===== config.mk =====
export PLATFORM = sky130hd
export DESIGN_NAME = sprc_seq
export DESIGN_NICKNAME = d
export VERILOG_FILES = /design/src/rtl/sprc_pkg.sv /design/src/rtl/sprc_seq.sv
export SDC_FILE = /design/constraint.sdc
export NUM_CORES = 1
export LEC_CHECK = 0
export ABC_AREA = 0
export BUFFER_PORTS_ARGS = -buffer_cell sky130_fd_sc_hd__buf_2
export CORE_ASPECT_RATIO = 1.5
export CORE_MARGIN = 2
export CORE_UTILIZATION = 45
export CTS_BUF_LIST = sky130_fd_sc_hd__clkbuf_16
export DETAILED_ROUTE_END_ITERATION = 8
export GPL_ROUTABILITY_DRIVEN = 1
export PLACE_DENSITY_LB_ADDON = 0.05
export SYNTH_ARGS = -nofsm -noshare
export SYNTH_HDL_FRONTEND = slang
export SYNTH_SLANG_ARGS = --single-unit
export TNS_END_PERCENT = 20

===== constraint.sdc =====
create_clock -name clk -period 2.8 [get_ports clk]
set_input_delay 0.56 -clock clk [delete_from_list [all_inputs] [get_ports clk]]
set_output_delay 0.56 -clock clk [all_outputs]
set_load 0.02 [all_outputs]

===== src/rtl/sprc_pkg.sv =====
// constants and types for the transceiver reset sequencer
// assumes a 20 MHz aux clock and an APB master on the same clock
package sprc_pkg;
    localparam logic [11:0] SPRC_CTRL_OFS   = 12'h000;
    localparam logic [11:0] SPRC_STAT_OFS   = 12'h004;
    localparam logic [11:0] SPRC_CFG_OFS    = 12'h008;
    localparam logic [11:0] SPRC_BUILD_OFS  = 12'h00C;
    // ctrl bit positions
    localparam int SPRC_TX_DP_BIT  = 0;
    localparam int SPRC_TX_SYS_BIT = 1;
    localparam int SPRC_RX_DP_BIT  = 2;
    localparam int SPRC_RX_SYS_BIT = 3;
    // cfg bit positions
    localparam int SPRC_W64_BIT    = 0;
    localparam int SPRC_MGMT_BIT   = 1;
    localparam int SPRC_SHARED_BIT = 2;
    localparam int SPRC_QUAD_BIT   = 3;
    localparam int SPRC_DEBUG_BIT  = 4;
    localparam int SPRC_SUBCORE_BIT = 5;
    localparam logic [5:0] SPRC_CFG_RESET = 6'h04;
    // timing, figures in ns
    localparam int SPRC_CLK_NS      = 50;
    localparam int SPRC_PLL_RST_NS  = 1000;
    localparam int SPRC_PLL_LOCK_NS = 5000;
    localparam int SPRC_DP_RST_NS   = 500;
    localparam logic [7:0] SPRC_PLL_RST_CYC =
        8'((SPRC_PLL_RST_NS + SPRC_CLK_NS - 1) / SPRC_CLK_NS);
    localparam logic [7:0] SPRC_PLL_LOCK_CYC =
        8'((SPRC_PLL_LOCK_NS + SPRC_CLK_NS - 1) / SPRC_CLK_NS);
    localparam logic [7:0] SPRC_DP_RST_CYC =
        8'((SPRC_DP_RST_NS + SPRC_CLK_NS - 1) / SPRC_CLK_NS);
    localparam logic [7:0] SPRC_LINE_DIV32 = 8'h28;
    localparam logic [7:0] SPRC_LINE_DIV64 = 8'h42;

    typedef enum logic [3:0] {
        SPRC_IDLE    = 4'b0001,
        SPRC_PLL_RST = 4'b0010,
        SPRC_PLL_WT  = 4'b0100,
        SPRC_DP_RST  = 4'b1000
    } sprc_state_t;

    typedef struct packed {
        sprc_state_t state;
        logic [7:0]  cnt;
        logic        done;
        logic        pll_rst;
        logic        dp_rst;
    } sprc_dir_t;
endpackage


===== src/rtl/sprc_seq.sv =====
// reset sequencer for a shared transceiver, one engine per direction
// assumes reset inputs and pll lock arrive asynchronously; apb on clk
//
// Overview of operation
// tx datapath reset runs a tx-only datapath sequence, then raises tx done
// rx datapath reset runs an rx-only datapath sequence, then raises rx done
// a system reset resets the direction's pll and datapath, then raises done
// tx and rx engines are fully independent of each other
// sequencers run on the auxiliary reconfiguration-port clock
// 32-bit build: core clock is line rate divided by forty
// 64-bit build: 64 data bits plus 2-bit header, line rate over sixty-six
// 64-bit core clock comes from outside, same source as reference clock
// 64-bit build pairs only with 64b/66b; 32-bit only with 8b/10b core
// shared pll port reachable only via management bus with quad pll chosen
// newer family with bus and quad pll exposes both reference clocks
// surrounding design supplies two refclks when two plls are selected
// management bus clock is asynchronous; crossings handled inside (here apb runs on clk, no crossing)
// without shared logic no shared pll nor its control registers
// with bus and debug, debug ports omit bus-controlled signals
// as a sub-block the management bus is forced off
// done drops at once on any reset request, rises when sequence ends (here done drops three clocks after a pin request)
`timescale 1ns/10ps
`default_nettype none
module sprc_seq
    import sprc_pkg::*;
(
    input  wire logic        clk,
    input  wire logic        reset,
    input  wire logic        transmit_datapath_reset_in,
    input  wire logic        tx_sys_reset_in,
    input  wire logic        receive_datapath_reset_in,
    input  wire logic        rx_sys_reset_in,
    input  wire logic        tx_pll_lock_in,
    input  wire logic        rx_pll_lock_in,
    input  wire logic        psel,
    input  wire logic        penable,
    input  wire logic        pwrite,
    input  wire logic [11:0] paddr,
    input  wire logic [31:0] pwdata,
    output logic             pready,
    output logic             pslverr,
    output logic [31:0]      prdata,
    output logic             tx_reset_done,
    output logic             rx_reset_done,
    output logic             tx_pll_reset_out,
    output logic             tx_datapath_reset_out,
    output logic             rx_pll_reset_out,
    output logic             rx_datapath_reset_out,
    output logic             quad_shared_pll_port_en,
    output logic             both_refclk_en,
    output logic             debug_bus_signals_en,
    output logic [7:0]       core_clk_div
);
    typedef struct packed {
        logic [5:0]  s1;
        logic [5:0]  s2;
        logic [3:0]  sw_req;
        logic [5:0]  cfg;
        sprc_dir_t   tx;
        sprc_dir_t   rx;
        logic        pready;
        logic        pslverr;
        logic [31:0] prdata;
        logic        qport;
        logic        brefclk;
        logic        dbgbus;
        logic [7:0]  div;
    } sprc_regs_t;

    sprc_regs_t q_r;
    sprc_regs_t q_nxt;

    // one engine step; a system request restarts from the pll stage, a datapath request from the datapath stage unless a pll sequence runs
    function automatic sprc_dir_t step(input sprc_dir_t d, input logic dp_req,
                                       input logic sys_req, input logic lock);
        sprc_dir_t n;
        n = d;
        if (sys_req) begin
            n.state   = SPRC_PLL_RST;
            n.cnt     = SPRC_PLL_RST_CYC;
            n.done    = 1'b0;
            n.pll_rst = 1'b1;
            n.dp_rst  = 1'b1;
        end else if (dp_req && (d.state == SPRC_PLL_RST || d.state == SPRC_PLL_WT)) begin
            // a datapath request inside a pll sequence must not cut it short
            n.done    = 1'b0;
            n.dp_rst  = 1'b1;
        end else if (dp_req) begin // see R1
            n.state   = SPRC_DP_RST;
            n.cnt     = SPRC_DP_RST_CYC;
            n.done    = 1'b0;
            n.dp_rst  = 1'b1;
            n.pll_rst = d.pll_rst;
        end else begin
            case (d.state)
                SPRC_IDLE: begin
                    n.done = 1'b1;
                end
                SPRC_PLL_RST: begin
                    if (d.cnt == 8'h00) begin
                        n.pll_rst = 1'b0;
                        n.state   = SPRC_PLL_WT;
                        n.cnt     = SPRC_PLL_LOCK_CYC;
                    end else begin
                        n.cnt = d.cnt - 8'h01;
                    end
                end
                SPRC_PLL_WT: begin
                    // lock or timeout; a dead pll must not hang the link forever
                    if (lock || d.cnt == 8'h00) begin
                        n.state = SPRC_DP_RST;
                        n.cnt   = SPRC_DP_RST_CYC;
                    end else begin
                        n.cnt = d.cnt - 8'h01;
                    end
                end
                SPRC_DP_RST: begin
                    if (d.cnt == 8'h00) begin
                        n.dp_rst = 1'b0;
                        n.state  = SPRC_IDLE;
                        n.done   = 1'b1; // see R1 see R2
                    end else begin
                        n.cnt = d.cnt - 8'h01;
                    end
                end
                default: begin
                    n.state = SPRC_IDLE;
                end
            endcase
        end
        return n;
    endfunction

    // bus shares clk here, so no crossing is needed on it
    logic [5:0] sync_in;
    assign sync_in = {rx_pll_lock_in, tx_pll_lock_in, rx_sys_reset_in,
                      receive_datapath_reset_in, tx_sys_reset_in,
                      transmit_datapath_reset_in};

    always_comb begin
        logic [5:0]  cfg_w;
        logic        wr;
        logic        rd;
        cfg_w = 6'h00;
        wr = 1'b0;
        rd = 1'b0;
        q_nxt = q_r;
        q_nxt.s1 = sync_in;
        q_nxt.s2 = q_r.s1;
        q_nxt.sw_req = 4'h0;
        q_nxt.pready = 1'b0;
        q_nxt.pslverr = 1'b0;
        wr = psel && penable && !q_r.pready && pwrite;
        rd = psel && penable && !q_r.pready && !pwrite;
        if (psel && penable && !q_r.pready) begin
            q_nxt.pready = 1'b1;
            q_nxt.prdata = 32'h0000_0000;
            case (paddr)
                SPRC_CTRL_OFS: begin
                    if (wr) begin
                        q_nxt.sw_req = pwdata[3:0];
                    end
                end
                SPRC_STAT_OFS: begin
                    q_nxt.prdata = {24'h00_0000, q_r.rx.pll_rst, q_r.rx.dp_rst,
                                    q_r.tx.pll_rst, q_r.tx.dp_rst, 2'b00,
                                    q_r.rx.done, q_r.tx.done};
                end
                SPRC_CFG_OFS: begin
                    if (wr) begin
                        cfg_w = pwdata[5:0];
                        // a sub-block build cannot turn the bus on
                        if (cfg_w[SPRC_SUBCORE_BIT]) begin
                            cfg_w[SPRC_MGMT_BIT] = 1'b0;
                        end
                        q_nxt.cfg = cfg_w;
                    end
                    q_nxt.prdata = {26'h000_0000, q_r.cfg};
                end
                SPRC_BUILD_OFS: begin
                    q_nxt.prdata = {24'h00_0000, q_r.div};
                end
                default: begin
                    q_nxt.pslverr = 1'b1;
                end
            endcase
            if (rd && paddr == SPRC_CFG_OFS) begin
                q_nxt.prdata = {26'h000_0000, q_r.cfg};
            end
        end
        // engines share nothing but the clock and reset, see R4
        q_nxt.tx = step(q_r.tx, q_r.s2[0] | q_r.sw_req[SPRC_TX_DP_BIT],
                        q_r.s2[1] | q_r.sw_req[SPRC_TX_SYS_BIT], q_r.s2[4]);
        q_nxt.rx = step(q_r.rx, q_r.s2[2] | q_r.sw_req[SPRC_RX_DP_BIT],
                        q_r.s2[3] | q_r.sw_req[SPRC_RX_SYS_BIT], q_r.s2[5]);
        // build options
        // width bit also fixes the line code pairing
        q_nxt.div = q_r.cfg[SPRC_W64_BIT] ? SPRC_LINE_DIV64 : SPRC_LINE_DIV32; // see R6
        q_nxt.qport = q_r.cfg[SPRC_MGMT_BIT] && q_r.cfg[SPRC_QUAD_BIT]
                      && q_r.cfg[SPRC_SHARED_BIT]; // see R10
        q_nxt.brefclk = q_r.cfg[SPRC_MGMT_BIT] && q_r.cfg[SPRC_QUAD_BIT];
        q_nxt.dbgbus = q_r.cfg[SPRC_DEBUG_BIT] && !q_r.cfg[SPRC_MGMT_BIT];
    end

    always_ff @(posedge clk or posedge reset) begin
        if (reset) begin
            q_r <= '0;
            q_r.cfg <= SPRC_CFG_RESET;
            q_r.tx.state <= SPRC_IDLE;
            q_r.rx.state <= SPRC_IDLE;
            q_r.div <= SPRC_LINE_DIV32;
        end else begin
            q_r <= q_nxt;
        end
    end

    assign pready                = q_r.pready;
    assign pslverr               = q_r.pslverr;
    assign prdata                = q_r.prdata;
    assign tx_reset_done         = q_r.tx.done;
    assign rx_reset_done         = q_r.rx.done;
    assign tx_pll_reset_out      = q_r.tx.pll_rst;
    assign tx_datapath_reset_out = q_r.tx.dp_rst;
    assign rx_pll_reset_out      = q_r.rx.pll_rst;
    assign rx_datapath_reset_out = q_r.rx.dp_rst;
    assign quad_shared_pll_port_en = q_r.qport;
    assign both_refclk_en        = q_r.brefclk;
    assign debug_bus_signals_en  = q_r.dbgbus;
    assign core_clk_div          = q_r.div;
endmodule
`default_nettype wire


==> results of run 1 <==
[stage by stage]
step / total power (W) / area, µm² / util [%] / setup WS (ns) / cells
global route: 0.00323 / 4120 / 51.8 / 0.353 / 520
CTS: 0.00308 / 4120 / 51.8 / 0.526 / 520
floorplan: 0.00181 / 3780 / - / 0.563 / 398
detailed placement: 0.00193 / 3820 / 48.0 / 0.455 / 504
finish: 0.00305 / 4120 / 51.8 / 0.530 / 520
global placement: 0.00192 / 3820 / 48.0 / 0.450 / 504
[cell type report]
type	count	share of cell area, %
multi-input cells	258	39.7
inverters	19	1.73
clock inverters	7	1.85
well taps	105	3.19
flip-flops and latches	67	40.8
repair buffers	55	7.23
clock buffers	9	5.47
[power by group]
part	total (W)	switching (W)	leakage, nW	internal (W)
clock	0.00113	0.000438	0.142	0.000694
combinational	0.000679	0.000388	0.905	0.000290
sequential	0.00124	0.000166	0.812	0.00107
total	0.00305	0.000993	1.86	0.00205
[cells by family after synthesis]
kind of cell | after synthesis | synth area share [%]
xor gates and xnor gates | 4 | 0.954
buffers and inverters | 73 | 12.5
other | 1 | 0.102
DFF | 67 | 45.8
and+or+nand+nor | 121 | 19.3
AOI/OAI and AO/OA | 97 | 18.6
muxes | 6 | 2.04
adders and majority gates | 2 | 0.681
[critical path, stage by stage, from the launching register on]
cell	delay (ns)
dfrtp_1	0.41
inv_1	0.07
ha_1	0.21
nor4b_4	0.39
nand2_1	0.17
nor3_1	0.48
o21ai_0	0.14
a32o_1	0.29
[worst max path at each step]
stage	slack, ns	depth (start not counted)	startpoint	endpoint
after floorplan	0.56	1	reset	both_refclk_en
after global placement	0.45	5	paddr[5]	q_r[79]
after detailed placement	0.45	5	paddr[5]	q_r[79]
after CTS	0.53	7	q_r[63]	q_r[66]
after global routing	0.35	7	q_r[63]	q_r[66]
final	0.53	7	q_r[63]	q_r[66]
[synth_stat cells (2+ instances only)]
| cell type | number | area share, % |
|---|---|---|
| a21o_1 | 5 | 1.0 |
| a21oi_1 | 13 | 1.8 |
| a21oi_2 | 2 | 0.48 |
| a22o_1 | 2 | 0.48 |
| a22oi_1 | 5 | 1.0 |
| a31oi_1 | 4 | 0.68 |
| a32o_1 | 5 | 1.4 |
| and2_1 | 6 | 1.0 |
| and3_1 | 3 | 0.51 |
| buf_2 | 4 | 0.54 |
| buf_4 | 42 | 8.6 |
| buf_6 | 3 | 0.92 |
| clkbuf_1 | 4 | 0.41 |
| dfrtp_1 | 63 | 43 |
| dfstp_2 | 4 | 2.9 |
| ha_1 | 2 | 0.68 |
| inv_1 | 19 | 1.9 |
| mux2_2 | 3 | 0.92 |
| mux2_4 | 2 | 0.82 |
| nand2_1 | 25 | 2.6 |
| nand2b_1 | 5 | 0.85 |
| nand3_1 | 6 | 0.82 |
| nand3b_1 | 4 | 0.82 |
| nand4_1 | 4 | 0.68 |
| nor2_1 | 27 | 2.8 |
| nor2b_1 | 3 | 0.51 |
| nor3_1 | 13 | 1.8 |
| nor4b_4 | 3 | 1.9 |
| o21ai_0 | 28 | 3.8 |
| o21ai_1 | 2 | 0.27 |
| o21bai_1 | 2 | 0.41 |
| o22ai_1 | 4 | 0.68 |
| o311a_1 | 2 | 0.54 |
| o31ai_1 | 7 | 1.4 |
| or2_2 | 5 | 0.85 |
| or3_1 | 5 | 0.85 |
| or4_1 | 4 | 0.82 |
| xnor2_1 | 3 | 0.72 |
[routing by layer]
layer / vias up / wire [µm] / track usage [%]
met5: - / 0 / 0
met4: 0 / 153 / 8.45
met3: 12 / 262 / 4.18
met2: 53 / 4110 / 32.7
met1: 1341 / 3130 / 19.8
li1: 1339 / - / -
[flip-flops by register name, summed over array words and instances, names as in the netlist]
| name | cells |
|---|---|
| rx_pll_reset_out | 1 |
| prdata | 8 |
| tx_reset_done | 1 |
| core_clk_div | 2 |
| q_r | 40 |
| q_nxt | 6 |
| debug_bus_signals_en | 1 |
| tx_datapath_reset_out | 1 |
| tx_pll_reset_out | 1 |
| quad_shared_pll_port_en | 1 |
| rx_datapath_reset_out | 1 |
| pready | 1 |
| rx_reset_done | 1 |
| pslverr | 1 |
| both_refclk_en | 1 |
==> impl_metrics.yaml, run 1 <==
floorplan:
  initial_core_util_pct: 46.2
  io_pins: 106
  rows: 40
  die-area_mm2: 0.00892
  design.core.area_mm2: 0.00796
  die_height_um: 115
  chipWidth_um: 77.8
hold_path:
  hp-class: "in2async"
detailed_routing:
  first_pass_iters: 4
  routedWlPerCell_um: 14.7
  drt_iter0_markers: 112
  viasPerCell: 5.28
  totalWireLength_um: 7660
  ant_nets: 0
  vias: 2745
  drc_errors: 0
global_route:
  antenna_found_initial: 0
  grt_max_degree: 68
  grt_pass1_wl_um: 12400
  grt_overflow: 0
  grt_pass1_vias: 2571
  grtUsageTotal_pct: 18.1
clock_network:
  postCtsSetupBuffers: 0
  numCtsBuffers: 9
  cts_htree_levels: 3
  cts_resized: 0
  ctsHoldBuffers: 0
  numClockSinks: 67
  cts_tree: "yes"
  cts.clk_slew.worst_paths_ns: 0.06
  cts_buffer_depth: 2
  clkLatencyLatePin_ns: 0.33
  cts-root-buf: "clkbuf_16"
timing:
  setup_tns_ns: 0
  whs_ns: 0.280
  maxSlewHeadroom_pct: 58.6
  rsz0062_at_grt: "no"
  worstMarginPinSlew_ns: 0.620
  fmax_mhz: 441
  min_period_ns: 2.27
  fin_crit_sh_pct: 81.1
  slew_viol_final: 0
  finalSetupViolations: 0
  worst_clock_skew_ns: 0.00494
  finalHoldViolCount: 0
place:
  hpwl_um: 5580
  portBuffers: 51
  place_congestion: 0.860
finish:
  fill_cells: 729
  seq_area_mm2: 0.00168
  multiInputGateArea_mm2: 0.00164
  layout-drive-gt1-share_pct: 24.6
  final_cell_mix: "dfrtp_1 (63), buf_2 (51), o21ai_0 (28), conb_1 (28), nor2_1 (27)"
  final_common_cell: "dfrtp_1"
  nets: 467
  antenna_cells: 0
  syn_to_final_growth_pct: 12.1
setup_path:
  cp.arrival_ns: 2.49
  startpoint_type: "flip-flop"
  rrSetupSlack_ns: 0.53
  r2r-end: "q_r[66]"
  path_max_fanout: 7
  worstSetupPathType: "reg2reg"
  worstSetupEndpointType: "flip-flop"
  critPathRequiredTime_ns: 3.02
  rr_worst_depth: 7
  reg2reg_from: "q_r[63]"
power:
  ir_drop_v: 0.000437
  p_per_area_mw_per_mm2: 740
  p_leak_nw: 1.86
synth:
  ys_ff_latch: 67
  syn_area_mm2: 0.00367
  synth_edf_count: 0
  syn_area_per_cell_um2: 9.91
  ys_seq_area_share_pct: 45.8
  synth_async_sr_flop_share_pct: 100
  yosysUniqueCellTypes: 66
  syn_inst: 371
  yosysWarningCount: 0
  synthFlopType: "dfrtp_1"
status:
  status: "finished, final reports clean"
job:
  drv_cap: 0
(Power assumes the default switching activity.)
==> run 2: changes to the inputs <==
ABC_AREA = 1   (was 0)
clock period = 2.15 ns   (was 2.8 ns; I/O delays follow)
==> run 2 against run 1 <==
Effect of this change:
- sequential share of layout area shrank 1.8 points
- via count grew 9.5%
- critical path type unchanged
- first-iteration DRC count is 51% higher
- global-route usage up 0.26 points
- area after synthesis grew 3.7%
- die area grew 3.6%
- final cell count up 24%
- fmax up 37%
- design area increased by 4.6%
- combinational power rose by 0.6%
- largest power group unchanged
==> impl_metrics.yaml, run 2 <==
setup_path:
  critPathRequiredTime_ns: 2.37
  slowest_delay_ns: 0.39
  worstSetupPathType: "reg2reg"
  cp.buffers_inverters: 3
  cp_slowest_cell: "dfrtp_1"
  path_max_fanout: 8
  cp.arrival_ns: 1.87
  worstSetupEndpointType: "flip-flop"
  startpoint_type: "flip-flop"
  crit_family: "simple AND/OR/NAND/NOR gates"
  crit_chain: "inv_1 -> ha_1 -> nand2_4 -> nor2_8 -> nand2_4 -> nand2_2 -> inv_4 -> nand3_2 -> inv_1 -> nand2_1 -> nand2_1"
floorplan:
  io_pins: 106
  die-area_mm2: 0.00924
  rows: 41
  die_height_um: 117
  initial_core_util_pct: 45.9
  chipWidth_um: 79.2
  design.core.area_mm2: 0.00831
job:
  drv_cap: 0
finish:
  largest_reg_flops: 40
  layout-drive-gt1-share_pct: 21.9
  fill_cells: 826
  final_area_mm2: 0.00431
  final_cells: 645
  antenna_cells: 0
  syn_to_final_growth_pct: 13.0
  final_common_cell: "nand2_1"
  final_cell_mix: "nand2_1 (139), dfrtp_1 (63), inv_1 (51), nor2_1 (51), buf_2 (51)"
  nets: 590
  regMostFlops: "q_r"
power:
  p_sw_w: 0.00106
  clkPwrFrac_pct: 39.6
  finalPower_w: 0.00352
  sequentialPowerShare_pct: 41.0
  switching_share_pct: 30.1
  p_int_w: 0.00246
  p_per_area_mw_per_mm2: 818
  ir_drop_v: 0.000414
  p_leak_nw: 2.31
  comb_power_share_pct: 19.4
synth:
  ys_seq_area_share_pct: 44.1
  yosysWarningCount: 0
  syn_inst: 484
  synth_async_sr_flop_share_pct: 100
  yosysTopAreaCell: "dfrtp_1"
  synth_top_area_share_pct: 41.4
  synth.most_common_cell: "nand2_1"
  yosysUniqueCellTypes: 40
  syn_area_mm2: 0.00381
  ys_ff_latch: 67
  syn_area_per_cell_um2: 7.88
  synth_edf_count: 0
  synthFlopType: "dfrtp_1"
  yosys-top-cells-count: "nand2_1 (139), dfrtp_1 (63), inv_1 (51), nor2_1 (51), buf_4 (40)"
  synthTopCellsByArea: "dfrtp_1 (41%), nand2_1 (14%), buf_4 (7.9%)"
hold_path:
  hp-class: "in2async"
clock_network:
  cts.clk_slew.worst_paths_ns: 0.05
  cts-root-buf: "clkbuf_16"
  numCtsBuffers: 9
  cts_htree_levels: 3
  clkLatencyLatePin_ns: 0.33
  postCtsSetupBuffers: 0
  cts_tree: "yes"
  ctsHoldBuffers: 0
  cts_resized: 0
  numClockSinks: 67
  cts_buffer_depth: 2
global_route:
  grt_max_degree: 68
  grtUsageTotal_pct: 18.3
  grt_pass1_vias: 2900
  grt_pass1_wl_um: 13200
  grt_overflow: 0
  antenna_found_initial: 0
detailed_routing:
  totalWireLength_um: 7540
  drc_errors: 0
  first_pass_iters: 4
  viasPerCell: 4.66
  ant_nets: 0
  drt_iter0_markers: 169
  routedWlPerCell_um: 11.7
  vias: 3006
timing:
  worst_clock_skew_ns: 0.00700
  min_period_ns: 1.66
  setup_ws_ns: 0.493
  setup_tns_ns: 0
  slew_viol_final: 0
  fmax_mhz: 603
  finalSetupViolations: 0
  rsz0062_at_grt: "no"
  finalHoldViolCount: 0
  fin_crit_sh_pct: 77.1
place:
  portBuffers: 51
  hpwl_um: 5770
  placed_cell_area_mm2: 0.00402
  dp_cells: 629
  post-place-ws_ns: 0.474
  place_congestion: 0.843
status:
  status: "finished, final reports clean"
==> run 2: power groups by stage <==
| stage | sequential, W | combinational [W] | clock (W) |
|---|---|---|---|
| after floorplan | 0.00145 | 0.000587 | 0 |
| after global placement | 0.00147 | 0.000680 | 0 |
| after detailed placement | 0.00147 | 0.000687 | 0 |
| after CTS | 0.00145 | 0.000690 | 0.00143 |
| after global routing | 0.00146 | 0.000784 | 0.00150 |
| final | 0.00145 | 0.000683 | 0.00140 |
==> run 2: cell families (layout without fill, tap and decap cells) <==
kind of cell	Yosys count	in the layout	share of synthesized area, %
AO/OA/AOI/OAI	34	34	5.58
XOR/XNOR	5	5	1.15
adder cells (fa/ha/maj)	2	2	0.656
buffers and inverters	98	125	13.8
flip-flops	67	67	44.1
other	1	28	0.0984
AND/OR/NAND/NOR	277	277	34.6
==> run 2: layout make-up <==
| class | count | area [µm²] | share of cell area, % |
|---|---|---|---|
| Clock buffer | 9 | 225 | 5.23 |
| Clock inverter | 7 | 60.1 | 1.39 |
| Inverter | 56 | 218 | 5.06 |
| Multi-Input combinational cell | 346 | 1710 | 39.6 |
| Sequential cell | 67 | 1680 | 39.0 |
| Tap cell | 107 | 134 | 3.11 |
| Timing Repair Buffer | 53 | 283 | 6.57 |
==> run 2: through the flow <==
step,hold slack [ns],util [%]
global placement,0.332,48.4
floorplan,0.331,-
finish,0.163,51.8
detailed placement,0.335,48.4
global route,0.193,51.8
CTS,0.183,51.8
==> run 2: routing by layer <==
metal	wire length (µm)	GRT usage, %	part of all wire (%)	up-vias
met5	0	0	0	-
met1	3180	21.4	42	1386
met4	142	9.31	1.9	0
li1	-	-	-	1555
met2	4010	32.3	53	55
met3	202	3.01	2.7	10
==> run 2: worst paths after layout <==
kind,start,to,slack [ns],depth (start not counted)
worst max-delay path,q_r[63],q_r[66],0.49,11
worst min-delay path,reset,q_r[66],0.16,3
worst max register to register,q_r[63],q_r[66],0.49,11
worst min register to register,q_nxt[87],q_r[87],0.35,0
max in group asynchronous,reset,q_r[71],1.66,3
min in group clk,tx_pll_lock_in,q_nxt[89],0.21,1
==> run 2: worst reg2reg max path, stage by stage (launching register included) <==
cell and delay [ns]:
dfrtp_1 0.39, inv_1 0.08, ha_1 0.28, nand2_4 0.11, nor2_8 0.20, nand2_4 0.07, nand2_2 0.09, inv_4 0.06
nand3_2 0.10, inv_1 0.07, nand2_1 0.05, nand2_1 0.05
==> run 3: changes to the inputs <==
clock period = 1.7 ns   (was 2.15 ns; I/O delays follow)
==> run 3 against run 2 <==
Effect of this change:
- combinational power rose by 34%
- sequential cell count is the same
- power increased by 23%
- final cell count rose by 1.6%
- clock power grew 14%
- sequential power grew 26%
- sequential share of layout area is 0.60 points lower
- first-iteration DRC count decreased by 16%
- routed wire length grew 2.8%
- fmax grew 5.8%
- setup slack worse by 0.36 ns
- clock skew fell by 0.0011 ns
- largest cell class unchanged
- largest power group unchanged
- highest routed layer unchanged
==> impl_metrics.yaml, run 3 (synthesized netlist as in run 2, its figures left out) <==
global_route:
  grt_pass1_wl_um: 13300
  antenna_found_initial: 0
  grt_pass1_vias: 3070
  grt_overflow: 0
  grt_max_degree: 56
  grtUsageTotal_pct: 18.7
detailed_routing:
  routedWlPerCell_um: 11.8
  ant_nets: 0
  drt-met1-wl_um: 3020
  highest_layer: "met4"
  totalWireLength_um: 7750
  drt_iter0_markers: 142
  drc_errors: 0
  viasPerCell: 4.66
  vias: 3051
  wl_met3_um: 268
  first_pass_iters: 4
  met2_length_um: 4200
place:
  placed_cell_area_mm2: 0.00409
  hpwl_um: 6070
  portBuffers: 51
  place_congestion: 0.895
clock_network:
  cts.clk_slew.worst_paths_ns: 0.05
  numCtsBuffers: 9
  cts_buffer_depth: 2
  clkLatencyLatePin_ns: 0.33
  cts_htree_levels: 3
  numClockSinks: 67
  postCtsSetupBuffers: 0
  cts-root-buf: "clkbuf_16"
  cts_tree: "yes"
floorplan:
  die_height_um: 117
  initial_core_util_pct: 45.9
  die-area_mm2: 0.00924
  design.core.area_mm2: 0.00831
  io_pins: 106
  chipWidth_um: 79.2
  rows: 41
timing:
  fin_crit_sh_pct: 92.1
  finalSetupViolations: 0
  rsz0062_at_grt: "no"
  min_period_ns: 1.57
  fmax_mhz: 638
  slew_viol_final: 0
  finalHoldViolCount: 0
  setup_tns_ns: 0
  worst_clock_skew_ns: 0.00589
finish:
  final_common_cell: "nand2_1"
  layout-drive-gt1-share_pct: 23.2
  fill_cells: 826
  final_cell_mix: "nand2_1 (139), dfrtp_1 (63), inv_1 (53), buf_2 (51), nor2_1 (49)"
  syn_to_final_growth_pct: 14.7
  largest_reg_flops: 40
  regMostFlops: "q_r"
  antenna_cells: 0
  final_area_mm2: 0.00437
  nets: 600
setup_path:
  path_max_fanout: 8
  critPathRequiredTime_ns: 1.92
  worstSetupEndpointType: "flip-flop"
  worstSetupPathType: "reg2reg"
  startpoint_type: "flip-flop"
  cp.arrival_ns: 1.78
hold_path:
  hp-class: "in2reg"
status:
  status: "finished, final reports clean"
job:
  drv_cap: 0
power:
  p_leak_nw: 2.35
  ir_drop_v: 0.000681
  p_per_area_mw_per_mm2: 993
[run 3: cell types whose count changed in the layout (fill, tap and decap cells not counted), moves of 2 or more]
| cell | delta |
|---|---|
| buf_4 | +9 |
| clkinv_2 | -2 |
| inv_1 | +2 |
| nor2_1 | -2 |
| nor2_2 | +2 |
[run 3: final cells by class]
cell class	instances	area [µm²]	area share, %
Clock buffer	9	225	5.15
Clock inverter	7	31.3	0.715
Inverter	56	221	5.06
Multi-Input combinational cell	346	1720	39.3
Sequential cell	67	1680	38.4
Tap cell	107	134	3.06
Timing Repair Buffer	63	360	8.24
[run 3: repair_timing]
| action | CTS | global route |
|---|---|---|
| hold endpoints to repair | 11 | 0 |
| setup endpoints to repair | 0 | 8 |
| hold buffers | 1 | 0 |
| gates resized for setup | 0 | 4 |
[run 3: critical path, stage by stage, from the launching register on]
cell	delay, ns
dfrtp_1	0.40
inv_1	0.08
ha_1	0.23
nand2_4	0.10
nor2_8	0.17
nor2_1	0.06
nand2_1	0.06
nand2_1	0.06
nand2_1	0.10
nand2_2	0.08
nand2_1	0.07
nand2_1	0.04
[run 3: worst paths after layout]
path                            cells past startpoint            from   endpoint  slack [ns]
worst max register to register                     11         q_r[63]    q_r[72]        0.13
worst min-delay path                                1  tx_pll_lock_in  q_nxt[89]        0.12
max in group asynchronous                           4           reset    q_r[77]        0.56
worst min register to register                      0       q_nxt[85]    q_r[85]        0.35
min in group asynchronous                           3           reset    q_r[53]        0.52
worst max-delay path                               11         q_r[63]    q_r[72]        0.13
[run 3: per-stage QoR]
stage	total power, W	setup WS [ns]	instances	hold slack [ns]	utilization, %
after global routing	0.00463	0.00252	655	0.103	52.6
after floorplan	0.00258	0.222	511	0.331	-
after CTS	0.00441	0.0875	655	0.100	52.5
after global placement	0.00277	0.130	638	0.332	49.2
after detailed placement	0.00278	0.0966	638	0.334	49.2
final	0.00434	0.134	655	0.116	52.6
[run 3: power breakdown]
group	total, W	switching (W)	internal, W	leakage [nW]
Sequential	0.00183	0.000125	0.00171	0.842
Clock	0.00159	0.000635	0.000955	0.134
Combinational	0.000918	0.000580	0.000339	1.37
Total	0.00434	0.00134	0.00300	2.35
[run 3: metal layers]
metal  global-route usage, %  vias up
li1                        -     1573
met4                    10.7        0
met3                    3.48       21
met2                    33.6       59
met1                    20.5     1398
met5                       0        -
